## config.mk

```make
export PLATFORM = sky130hd
export DESIGN_NAME = usmc_top
export DESIGN_NICKNAME = d
export VERILOG_FILES = /design/src/design/usmc_pkg.sv /design/src/design/usmc_clk_gate.sv /design/src/design/usmc_top.sv
export SDC_FILE = /design/constraint.sdc
export NUM_CORES = 1
export LEC_CHECK = 0
export BUFFER_PORTS_ARGS = -buffer_cell sky130_fd_sc_hd__buf_2
export CAP_MARGIN = 20
export CORE_AREA = 2 2 39 41
export CTS_CLUSTER_SIZE = 10
export DETAILED_ROUTE_END_ITERATION = 8
export DIE_AREA = 0 0 41 43
export SKIP_LAST_GASP = 1
export SYNTH_ARGS = -nofsm -noshare
export SYNTH_HDL_FRONTEND = slang
export SYNTH_HIERARCHICAL = 1
export SYNTH_SLANG_ARGS = --single-unit
export TNS_END_PERCENT = 100
```

## constraint.sdc

```tcl
create_clock -name clk_sys_in -period 1.2 [get_ports clk_sys_in]
set_input_delay 0.06 -clock clk_sys_in [delete_from_list [all_inputs] [get_ports clk_sys_in]]
set_output_delay 0.06 -clock clk_sys_in [all_outputs]
set_load 0.05 [all_outputs]
```

## src/design/usmc_pkg.sv

```systemverilog
// Package of constants for the ULPI serial mode control block
//----------------------------------------------------------------
//----------------------------------------------------------------
package usmc_pkg;
	// Reset values of the control bits
	localparam logic THREE_SEL_RST = 1'h0;
	localparam logic SIX_SEL_RST = 1'h0;
	localparam logic KEEPALIVE_RST = 1'h0;
	// Interface mode encoding, Gray order parallel -> three -> six
	typedef enum logic [1:0] {
		USMC_PAR = 2'h0,
		USMC_THREE = 2'h1,
		USMC_SIX = 2'h3
	} usmc_mode_t;
	// Reset values of the mode, lane mask and clock power
	localparam usmc_mode_t MODE_RST = USMC_PAR;
	localparam logic [5:0] LANE_RST = 6'h00;
	localparam logic CLK_PWR_RST = 1'h1;
	// Width of the serial data path in each mode
	localparam int THREE_WIDTH = 3;
	localparam int SIX_WIDTH = 6;
endpackage

```

## src/design/usmc_clk_gate.sv

```systemverilog
// Internal clock power decision for serial modes
`timescale 1ns/1ps
`default_nettype none
module usmc_clk_gate (
	input wire logic clk_sys_in, // System clock
	input wire logic reset_in, // Async reset, active high
	input wire logic serial_active_in, // A serial mode is active
	input wire logic suspend_low_ctrl_in, // Suspend-low control bit
	input wire logic keepalive_in, // Keep-alive setting
	output logic clk_power_out // Internal clock powered
);
	logic pwr_reg;
	logic pwr_next;

	// Setting counts only in serial mode with suspend-low at 1
	always_comb begin
		pwr_next = 1'h1;
		if (serial_active_in && suspend_low_ctrl_in) begin
			pwr_next = keepalive_in;
		end else if (serial_active_in) begin
			pwr_next = 1'h0;
		end
	end

	// Register the power state
	always_ff @(posedge clk_sys_in or posedge reset_in) begin
		if (reset_in) begin
			pwr_reg <= usmc_pkg::CLK_PWR_RST;
		end else begin
			pwr_reg <= pwr_next;
		end
	end

	// Power decision straight from its flip-flop
	assign clk_power_out = pwr_reg;

	// Outside serial modes the clock always runs
	keepalive_ignored_a: assert property (@(posedge clk_sys_in) disable iff (reset_in)
		!serial_active_in |=> clk_power_out)
		else $error("clock unpowered outside serial mode");
	// Serial mode with suspend-low set follows the setting
	keepalive_honoured_a: assert property (@(posedge clk_sys_in) disable iff (reset_in)
		serial_active_in && suspend_low_ctrl_in |=> clk_power_out == $past(keepalive_in))
		else $error("keep-alive setting not honoured");
	// Serial mode with suspend-low clear falls back to unpowered
	clock_off_a: assert property (@(posedge clk_sys_in) disable iff (reset_in)
		serial_active_in && !suspend_low_ctrl_in |=> !clk_power_out)
		else $error("keep-alive not ignored with suspend-low clear");
endmodule
`default_nettype wire

```

## src/design/usmc_top.sv

```systemverilog
// ULPI serial mode control: mode selects, auto-clear and clock power
`timescale 1ns/1ps
`default_nettype none
module usmc_top (
	input wire logic clk_sys_in, // System clock, 200 MHz
	input wire logic reset_in, // Async reset, active high
	input wire logic three_wire_fsls_select_wr_in, // Write strobe for three-wire select
	input wire logic three_wire_fsls_select_in, // Value written to three-wire select
	input wire logic six_wire_fsls_select_wr_in, // Write strobe for six-wire select
	input wire logic six_wire_fsls_select_in, // Value written to six-wire select
	input wire logic serial_clock_keepalive_wr_in, // Write strobe for keep-alive
	input wire logic serial_clock_keepalive_in, // Value written to keep-alive
	input wire logic suspend_low_ctrl_in, // Suspend-low control level
	input wire logic three_wire_exit_in, // Pulse: 3-pin serial mode exited
	output logic three_wire_fsls_select_out, // Three-wire select readback
	output logic six_wire_fsls_select_out, // Six-wire select readback
	output logic serial_clock_keepalive_out, // Keep-alive readback
	output logic [1:0] ulpi_mode_out, // Active interface mode
	output logic [5:0] serial_lane_en_out, // Data lanes used serially
	output logic clk_power_out // Internal clock powered
);
	logic three_reg, three_next;
	logic six_reg, six_next;
	logic keep_reg, keep_next;
	usmc_pkg::usmc_mode_t mode_reg, mode_next;
	logic [5:0] lane_reg, lane_next;

	//----------------------------------------------------------------
	// Lane decode
	//----------------------------------------------------------------
	// Lane mask for a given mode
	function automatic logic [5:0] lane_mask(input usmc_pkg::usmc_mode_t m);
		case (m)
			usmc_pkg::USMC_THREE: lane_mask = 6'((1 << usmc_pkg::THREE_WIDTH) - 1);
			usmc_pkg::USMC_SIX: lane_mask = 6'((1 << usmc_pkg::SIX_WIDTH) - 1);
			default: lane_mask = 6'h00;
		endcase
	endfunction

	//----------------------------------------------------------------
	// Control bits
	//----------------------------------------------------------------
	// Link writes; the device clears three-wire select on exit
	always_comb begin
		three_next = three_reg;
		six_next = six_reg;
		keep_next = keep_reg;
		if (three_wire_exit_in && mode_reg == usmc_pkg::USMC_THREE) begin
			three_next = 1'h0;
		end
		if (three_wire_fsls_select_wr_in) begin
			three_next = three_wire_fsls_select_in;
		end
		if (six_wire_fsls_select_wr_in) begin
			six_next = six_wire_fsls_select_in;
		end
		if (serial_clock_keepalive_wr_in) begin
			keep_next = serial_clock_keepalive_in;
		end
	end

	// Register the control bits
	always_ff @(posedge clk_sys_in or posedge reset_in) begin
		if (reset_in) begin
			three_reg <= usmc_pkg::THREE_SEL_RST;
			six_reg <= usmc_pkg::SIX_SEL_RST;
			keep_reg <= usmc_pkg::KEEPALIVE_RST;
		end else begin
			three_reg <= three_next;
			six_reg <= six_next;
			keep_reg <= keep_next;
		end
	end

	//----------------------------------------------------------------
	// Mode machine
	//----------------------------------------------------------------
	// Six-wire wins if the link breaks the one-select rule
	always_comb begin
		case ({six_reg, three_reg})
			2'h1: mode_next = usmc_pkg::USMC_THREE;
			2'h2, 2'h3: mode_next = usmc_pkg::USMC_SIX;
			default: mode_next = usmc_pkg::USMC_PAR;
		endcase
		lane_next = lane_mask(mode_next);
	end

	// Register mode and lane mask
	always_ff @(posedge clk_sys_in or posedge reset_in) begin
		if (reset_in) begin
			mode_reg <= usmc_pkg::MODE_RST;
			lane_reg <= usmc_pkg::LANE_RST;
		end else begin
			mode_reg <= mode_next;
			lane_reg <= lane_next;
		end
	end

	//----------------------------------------------------------------
	// Clock power
	//----------------------------------------------------------------
	// Serial whenever the mode register leaves the parallel path
	usmc_clk_gate u_clk_gate (
		.clk_sys_in(clk_sys_in),
		.reset_in(reset_in),
		.serial_active_in(mode_reg != usmc_pkg::USMC_PAR),
		.suspend_low_ctrl_in(suspend_low_ctrl_in),
		.keepalive_in(keep_reg),
		.clk_power_out(clk_power_out)
	);

	//----------------------------------------------------------------
	// Outputs
	//----------------------------------------------------------------
	// Readbacks, mode and lanes straight from flip-flops
	assign three_wire_fsls_select_out = three_reg;
	assign six_wire_fsls_select_out = six_reg;
	assign serial_clock_keepalive_out = keep_reg;
	assign ulpi_mode_out = mode_reg;
	assign serial_lane_en_out = lane_reg;

	//----------------------------------------------------------------
	// Checks: control bits
	//----------------------------------------------------------------
	// A three-wire write lands next cycle, even against an exit
	three_write_a: assert property (@(posedge clk_sys_in) disable iff (reset_in)
		three_wire_fsls_select_wr_in
		|=> three_wire_fsls_select_out == $past(three_wire_fsls_select_in))
		else $error("three-wire select write lost");

	// Exit clears three-wire select unless a write collides
	three_autoclear_a: assert property (@(posedge clk_sys_in) disable iff (reset_in)
		three_wire_exit_in && mode_reg == usmc_pkg::USMC_THREE
		&& !three_wire_fsls_select_wr_in |=> !three_wire_fsls_select_out)
		else $error("three-wire select not cleared on exit");

	// Without a write or a live exit the select holds
	three_hold_a: assert property (@(posedge clk_sys_in) disable iff (reset_in)
		!three_wire_fsls_select_wr_in
		&& !(three_wire_exit_in && ulpi_mode_out == 2'h1)
		|=> $stable(three_wire_fsls_select_out))
		else $error("three-wire select changed by itself");

	// Exit outside three-wire mode is refused
	exit_refused_a: assert property (@(posedge clk_sys_in) disable iff (reset_in)
		three_wire_exit_in && ulpi_mode_out != 2'h1
		&& !three_wire_fsls_select_wr_in |=> $stable(three_wire_fsls_select_out))
		else $error("exit acted outside three-wire mode");

	// A six-wire write lands next cycle
	six_write_a: assert property (@(posedge clk_sys_in) disable iff (reset_in)
		six_wire_fsls_select_wr_in
		|=> six_wire_fsls_select_out == $past(six_wire_fsls_select_in))
		else $error("six-wire select write lost");

	// Six-wire select only moves on a write
	six_hold_a: assert property (@(posedge clk_sys_in) disable iff (reset_in)
		!six_wire_fsls_select_wr_in |=> $stable(six_wire_fsls_select_out))
		else $error("six-wire select changed without write");

	// Keep-alive write lands next cycle
	keep_write_a: assert property (@(posedge clk_sys_in) disable iff (reset_in)
		serial_clock_keepalive_wr_in |=> keep_reg == $past(serial_clock_keepalive_in))
		else $error("keep-alive write lost");

	// Keep-alive only moves on a write
	keep_hold_a: assert property (@(posedge clk_sys_in) disable iff (reset_in)
		!serial_clock_keepalive_wr_in |=> $stable(keep_reg))
		else $error("keep-alive changed without write");

	//----------------------------------------------------------------
	// Checks: mode and lanes
	//----------------------------------------------------------------
	// Three-wire select alone picks the 3-bit serial path
	three_mode_a: assert property (@(posedge clk_sys_in) disable iff (reset_in)
		three_reg && !six_reg |=> ulpi_mode_out == 2'h1 && serial_lane_en_out == 6'h07)
		else $error("three-wire mode not entered");

	// Six-wire select picks the 6-bit path, even beside three-wire
	six_mode_a: assert property (@(posedge clk_sys_in) disable iff (reset_in)
		six_reg |=> ulpi_mode_out == 2'h3 && serial_lane_en_out == 6'h3F)
		else $error("six-wire mode not entered");

	// No select keeps the parallel path
	parallel_mode_a: assert property (@(posedge clk_sys_in) disable iff (reset_in)
		!three_reg && !six_reg |=> ulpi_mode_out == 2'h0 && serial_lane_en_out == 6'h00)
		else $error("parallel path not used");

	// Three-wire mode hands exactly three lanes over
	three_lanes_a: assert property (@(posedge clk_sys_in) disable iff (reset_in)
		ulpi_mode_out == 2'h1 |-> serial_lane_en_out == 6'h07)
		else $error("three-wire lane mask wrong");

	// Six-wire mode hands all six lanes over
	six_lanes_a: assert property (@(posedge clk_sys_in) disable iff (reset_in)
		ulpi_mode_out == 2'h3 |-> serial_lane_en_out == 6'h3F)
		else $error("six-wire lane mask wrong");

	// Parallel mode hands no lane to the serial path
	par_lanes_a: assert property (@(posedge clk_sys_in) disable iff (reset_in)
		ulpi_mode_out == 2'h0 |-> serial_lane_en_out == 6'h00)
		else $error("parallel lane mask wrong");

	// A lone three-wire write reaches the mode two cycles on
	three_enter_a: assert property (@(posedge clk_sys_in) disable iff (reset_in)
		three_wire_fsls_select_wr_in && three_wire_fsls_select_in
		&& !six_wire_fsls_select_out && !six_wire_fsls_select_wr_in
		|-> ##2 ulpi_mode_out == 2'h1)
		else $error("three-wire mode late");

	// A six-wire write reaches the mode two cycles on
	six_enter_a: assert property (@(posedge clk_sys_in) disable iff (reset_in)
		six_wire_fsls_select_wr_in && six_wire_fsls_select_in |-> ##2 ulpi_mode_out == 2'h3)
		else $error("six-wire mode late");

	// Exit from three-wire mode returns to the parallel path
	par_return_a: assert property (@(posedge clk_sys_in) disable iff (reset_in)
		three_wire_exit_in && ulpi_mode_out == 2'h1 && !three_wire_fsls_select_wr_in
		&& !six_wire_fsls_select_out && !six_wire_fsls_select_wr_in
		|-> ##2 ulpi_mode_out == 2'h0 && serial_lane_en_out == 6'h00)
		else $error("parallel path not restored on exit");

	// Keep-alive touches only the clock, never the mode
	keep_no_mode_a: assert property (@(posedge clk_sys_in) disable iff (reset_in)
		$stable(three_wire_fsls_select_out) && $stable(six_wire_fsls_select_out)
		|=> $stable(ulpi_mode_out) && $stable(serial_lane_en_out))
		else $error("mode moved without a select change");
endmodule
`default_nettype wire

```

Word-level counts from Yosys, hierarchy flattened

Index checks and enable logic that the tools add are counted.

Bits in registers: 12
Input port bits: 10
Output and inout bits: 12
Logic and storage cells: 23

Eq/ne operators: 6
Mux-type cells: 6
Reduce and logical (&&, ||, !) cells: 5

Operator list:

| cell               | number |
|---|---|
| $pmux 6 s2         | 1 |
| $eq 2x1->1 const B | 3 |
| $eq 2x2->1 const B | 3 |
| $mux 1             | 4 |
| $pmux 2 s2         | 1 |
| $reduce_bool 2->1  | 2 |
| $logic_and 1x1->1  | 2 |
| $reduce_or 2->1    | 1 |

Depth between registers and ports, before layout

Word-level depth: 5
Mapped depth: 2

Hierarchy

Netlist, hierarchy kept.

By module, submodules not included:

| module        | instances | cells each | area each (um^2) | sequential area each (um^2) |
|---|---|---|---|---|
| usmc_top      | 1         | 21         | 259.0            | 150.1 |
| usmc_clk_gate | 1         | 3          | 40.0             | 26.3 |

Worst setup path after synthesis

OpenSTA, ideal clock, no wires.

Kind: register -> register
Start: register, netlist name serial_lane_en_out[4]
End: register u_clk_gate.pwr_reg (netlist: u_clk_gate/clk_power_out)
Library setup time: 0.060 ns
Data arrival time: 1.083 ns
Data required time: 1.140 ns
Slack: 0.057 ns
Cell stages (with the launch flop): 3
Buffers on the path: 0
Clock period less this slack: 1.143 ns
Cells stage by stage: dfrtp_1 -> or2_2 -> a21bo_1

RTL lines:

| what                 | line                | RTL |
|---|---|---|
| end signal, assigned | usmc_clk_gate.sv:28 | `pwr_reg <= usmc_pkg::CLK_PWR_RST;` |
| end signal, assigned | usmc_clk_gate.sv:30 | `pwr_reg <= pwr_next;` |
| end, declared        | usmc_clk_gate.sv:12 | `logic pwr_reg;` |

Worst setup path in the final report

Start: register u_clk_gate.pwr_reg (netlist: u_clk_gate/clk_power_out)
End: output clk_power_out

RTL lines:

| what          | line           | RTL |
|---|---|---|
| end, declared | usmc_top.sv:20 | `output logic clk_power_out` |

No word-level cell between the ends.

==> flow_summary.toml <==
[synthesis]
syn-instance-count = 24
yosys_warnings = 6
syn-cell-area_um2 = 299.0
synth_area_leaders = "dfrtp_1 50%, buf_4 13%, dfstp_2 8.8%, mux2_2 7.5%, or2_2 6.3%"
ys_seq_area_share_pct = 59.00
synth_cell_types = 11
syn_area_per_cell_um2 = 12.46
yosys_register_bits = 7
synth_top_cell_area_share_pct = 50.21
synth_fp_nets = 34
yosys.area.top_type = "dfrtp_1"

[worst_setup_path]
rr_worst_depth = 2
cp.depth = 1
crit_buf_inv = 1
worstPathCellList = "buf_2"
crit_path_start_kind = "flop"
critical_path.top_delay_family = "flip-flops"
required_ps = 1140
cpMaxStageDelayCell = "dfstp_2"
path_max_fanout = 1
critPathMaxStageDelay_ps = 510
endpoint_kind = "primary output"
crit_type = "reg -> out"
arrival_ps = 1000

[power]
total_leakage_power_nw = 0.2236
p_clk_share_pct = 28.1
pwr-share-comb_pct = 33.7
power_mw = 0.7459
p_per_area_nw_per_um2 = 1780
netSwitchingFraction_pct = 39.04
p_sw_mw = 0.2912
p_seq_share_pct = 38.1
p_int_mw = 0.4547
ir_worst_vdd_uv = 564.6

[layout]
layout_common_cells = "21 x buf_2, 6 x dfrtp_1, 3 x or2_2, 3 x clkbuf_4"
finalInstanceArea_um2 = 419.2
nets = 55
area_growth_pct = 40.17
final_cells = 60
final_util_pct = 30.29
drive_above_1_share_pct = 68.18
antenna_cells = 0
final_common_cell = "buf_2"

[place]
post_dp_cell_area_um2 = 382.9
port_buffers = 21
placed_cells = 55
finalWeightedCongestion = 0.6945
post-place-ws_ps = 274.0

[die]
die_area_um2 = 1763
initial_utilization_pct = 21.61
row_count = 14
coreArea_um2 = 1384
die_w_um = 41
pin_count = 22
dieHeight_um = 43

[clock_network]
cts_max_level = 1
root_buffer = "clkbuf_4"
numClockSinks = 7
cts_made_buffers = 3
clkLatencyLatePin_ps = 250
cts_tree = "yes"
cts_resized = 0
clk_pin_slew_ps = 50
clockBufferDepth = 2
cts_setup_buffers = 0

[job]
maxCapViolations = 0

[outcome]
status = "complete, no violations"

[drt]
drc = 0
ant_nets = 0
post_drt_wl_per_cell_um = 10.40
drtPass1Iterations = 3
vias = 243
viasPerCell = 4.050
drt_wl_total_um = 624
drt-initial-drc-count = 4

[timing]
timing.final.crit_share_pct = 88.48
hold_viol = 0
setup_viol = 0
worst_pin_slew_ps = 258.7
whs_ps = 20.07
rsz0062_at_grt = "false"
fin_skew_ps = 2.035
setup_slack_ps = 138.2
post-route-min-period_ps = 1062
max_freq_mhz = 941.8
final_max_slew_viol_count = 0
tns_ps = 0
relSlewSlack_pct = 82.87

[global_routing]
grt_util_met1_pct = 9.901
use_met3_pct = 7.853
grt_use_total_pct = 9.211
antenna_found_initial = 0
grt_overflow_total = 0
met2_usage_pct = 12.50
first_global_vias = 234
grt_max_degree = 7
grt_pass1_wl_um = 993
grt.busiest_layer = "met2"

[worst_hold_path]
hp-class = "in -> reg"
hold_depth = 2
==> layer usage <==
metal | part of all wire (%) | vias to the layer above
li1 | - | 111
met1 | 44 | 108
met2 | 40 | 24
met3 | 15 | 0
met4 | 0 | 0
met5 | 0 | -
==> power by group through the flow <==
stage	registers [mW]	clock network [mW]	logic, mW
6_report	0.285	0.210	0.251
5_1_grt	0.289	0.236	0.266
4_1_cts	0.285	0.224	0.253
3_5_place_dp	0.288	0	0.250
3_3_place_gp	0.285	0	0.253
2_1_floorplan	0.377	0	0.123
==> area by class of cell <==
cell class                 count  area [um2]
clock buffer                   4       26.28
fill                         141       964.7
sequential                     7       176.4
timing repair buffer          22       115.1
tap                           16       20.02
inverter                       2       7.507
multi-input combinational      9       73.82
==> cell families (layout without fill, tap and decap cells) <==
family | after synthesis | after routing | synth area share [%]
mux | 2 | 2 | 7.531
simple gates | 5 | 5 | 10.88
compound gates | 2 | 2 | 6.277
flops | 7 | 7 | 59.00
buf+inv | 8 | 28 | 16.32
==> cell usage after synthesis <==
library cell,number
dfstp_2,1
dfrtp_1,6
a21bo_1,1
nor2b_1,1
a22o_1,1
mux2_2,2
clkbuf_1,1
inv_1,2
nand3b_1,1
or2_2,3
buf_4,5
==> what timing repair did <==
item                       4_1_cts  5_1_grt
setup endpoints to repair        0        0
hold buffers                     1        0
hold endpoints to repair         7        0
==> state kept, by name (all words and copies together) (netlist names) <==
signal and cells:
serial_lane_en_out 2, three_wire_fsls_select_out 1, serial_clock_keepalive_out 1, ulpi_mode_out 1, u_clk_gate/clk_power_out 1, six_wire_fsls_select_out 1
==> final timing paths <==
| kind | from | to | slack, ps |
|---|---|---|---|
| worst max-delay path | u_clk_gate/clk_power_out | clk_power_out | 140 |
| worst min-delay path | suspend_low_ctrl_in | u_clk_gate/clk_power_out | 20 |
| worst max register to register | serial_lane_en_out[4] | u_clk_gate/clk_power_out | 260 |
| worst min register to register | six_wire_fsls_select_out | serial_lane_en_out[4] | 440 |
| max in group asynchronous | reset_in | serial_lane_en_out[2] | 710 |
| min in group asynchronous | reset_in | ulpi_mode_out[0] | 290 |
No activity file was read; power rests on OpenSTA's default activity.
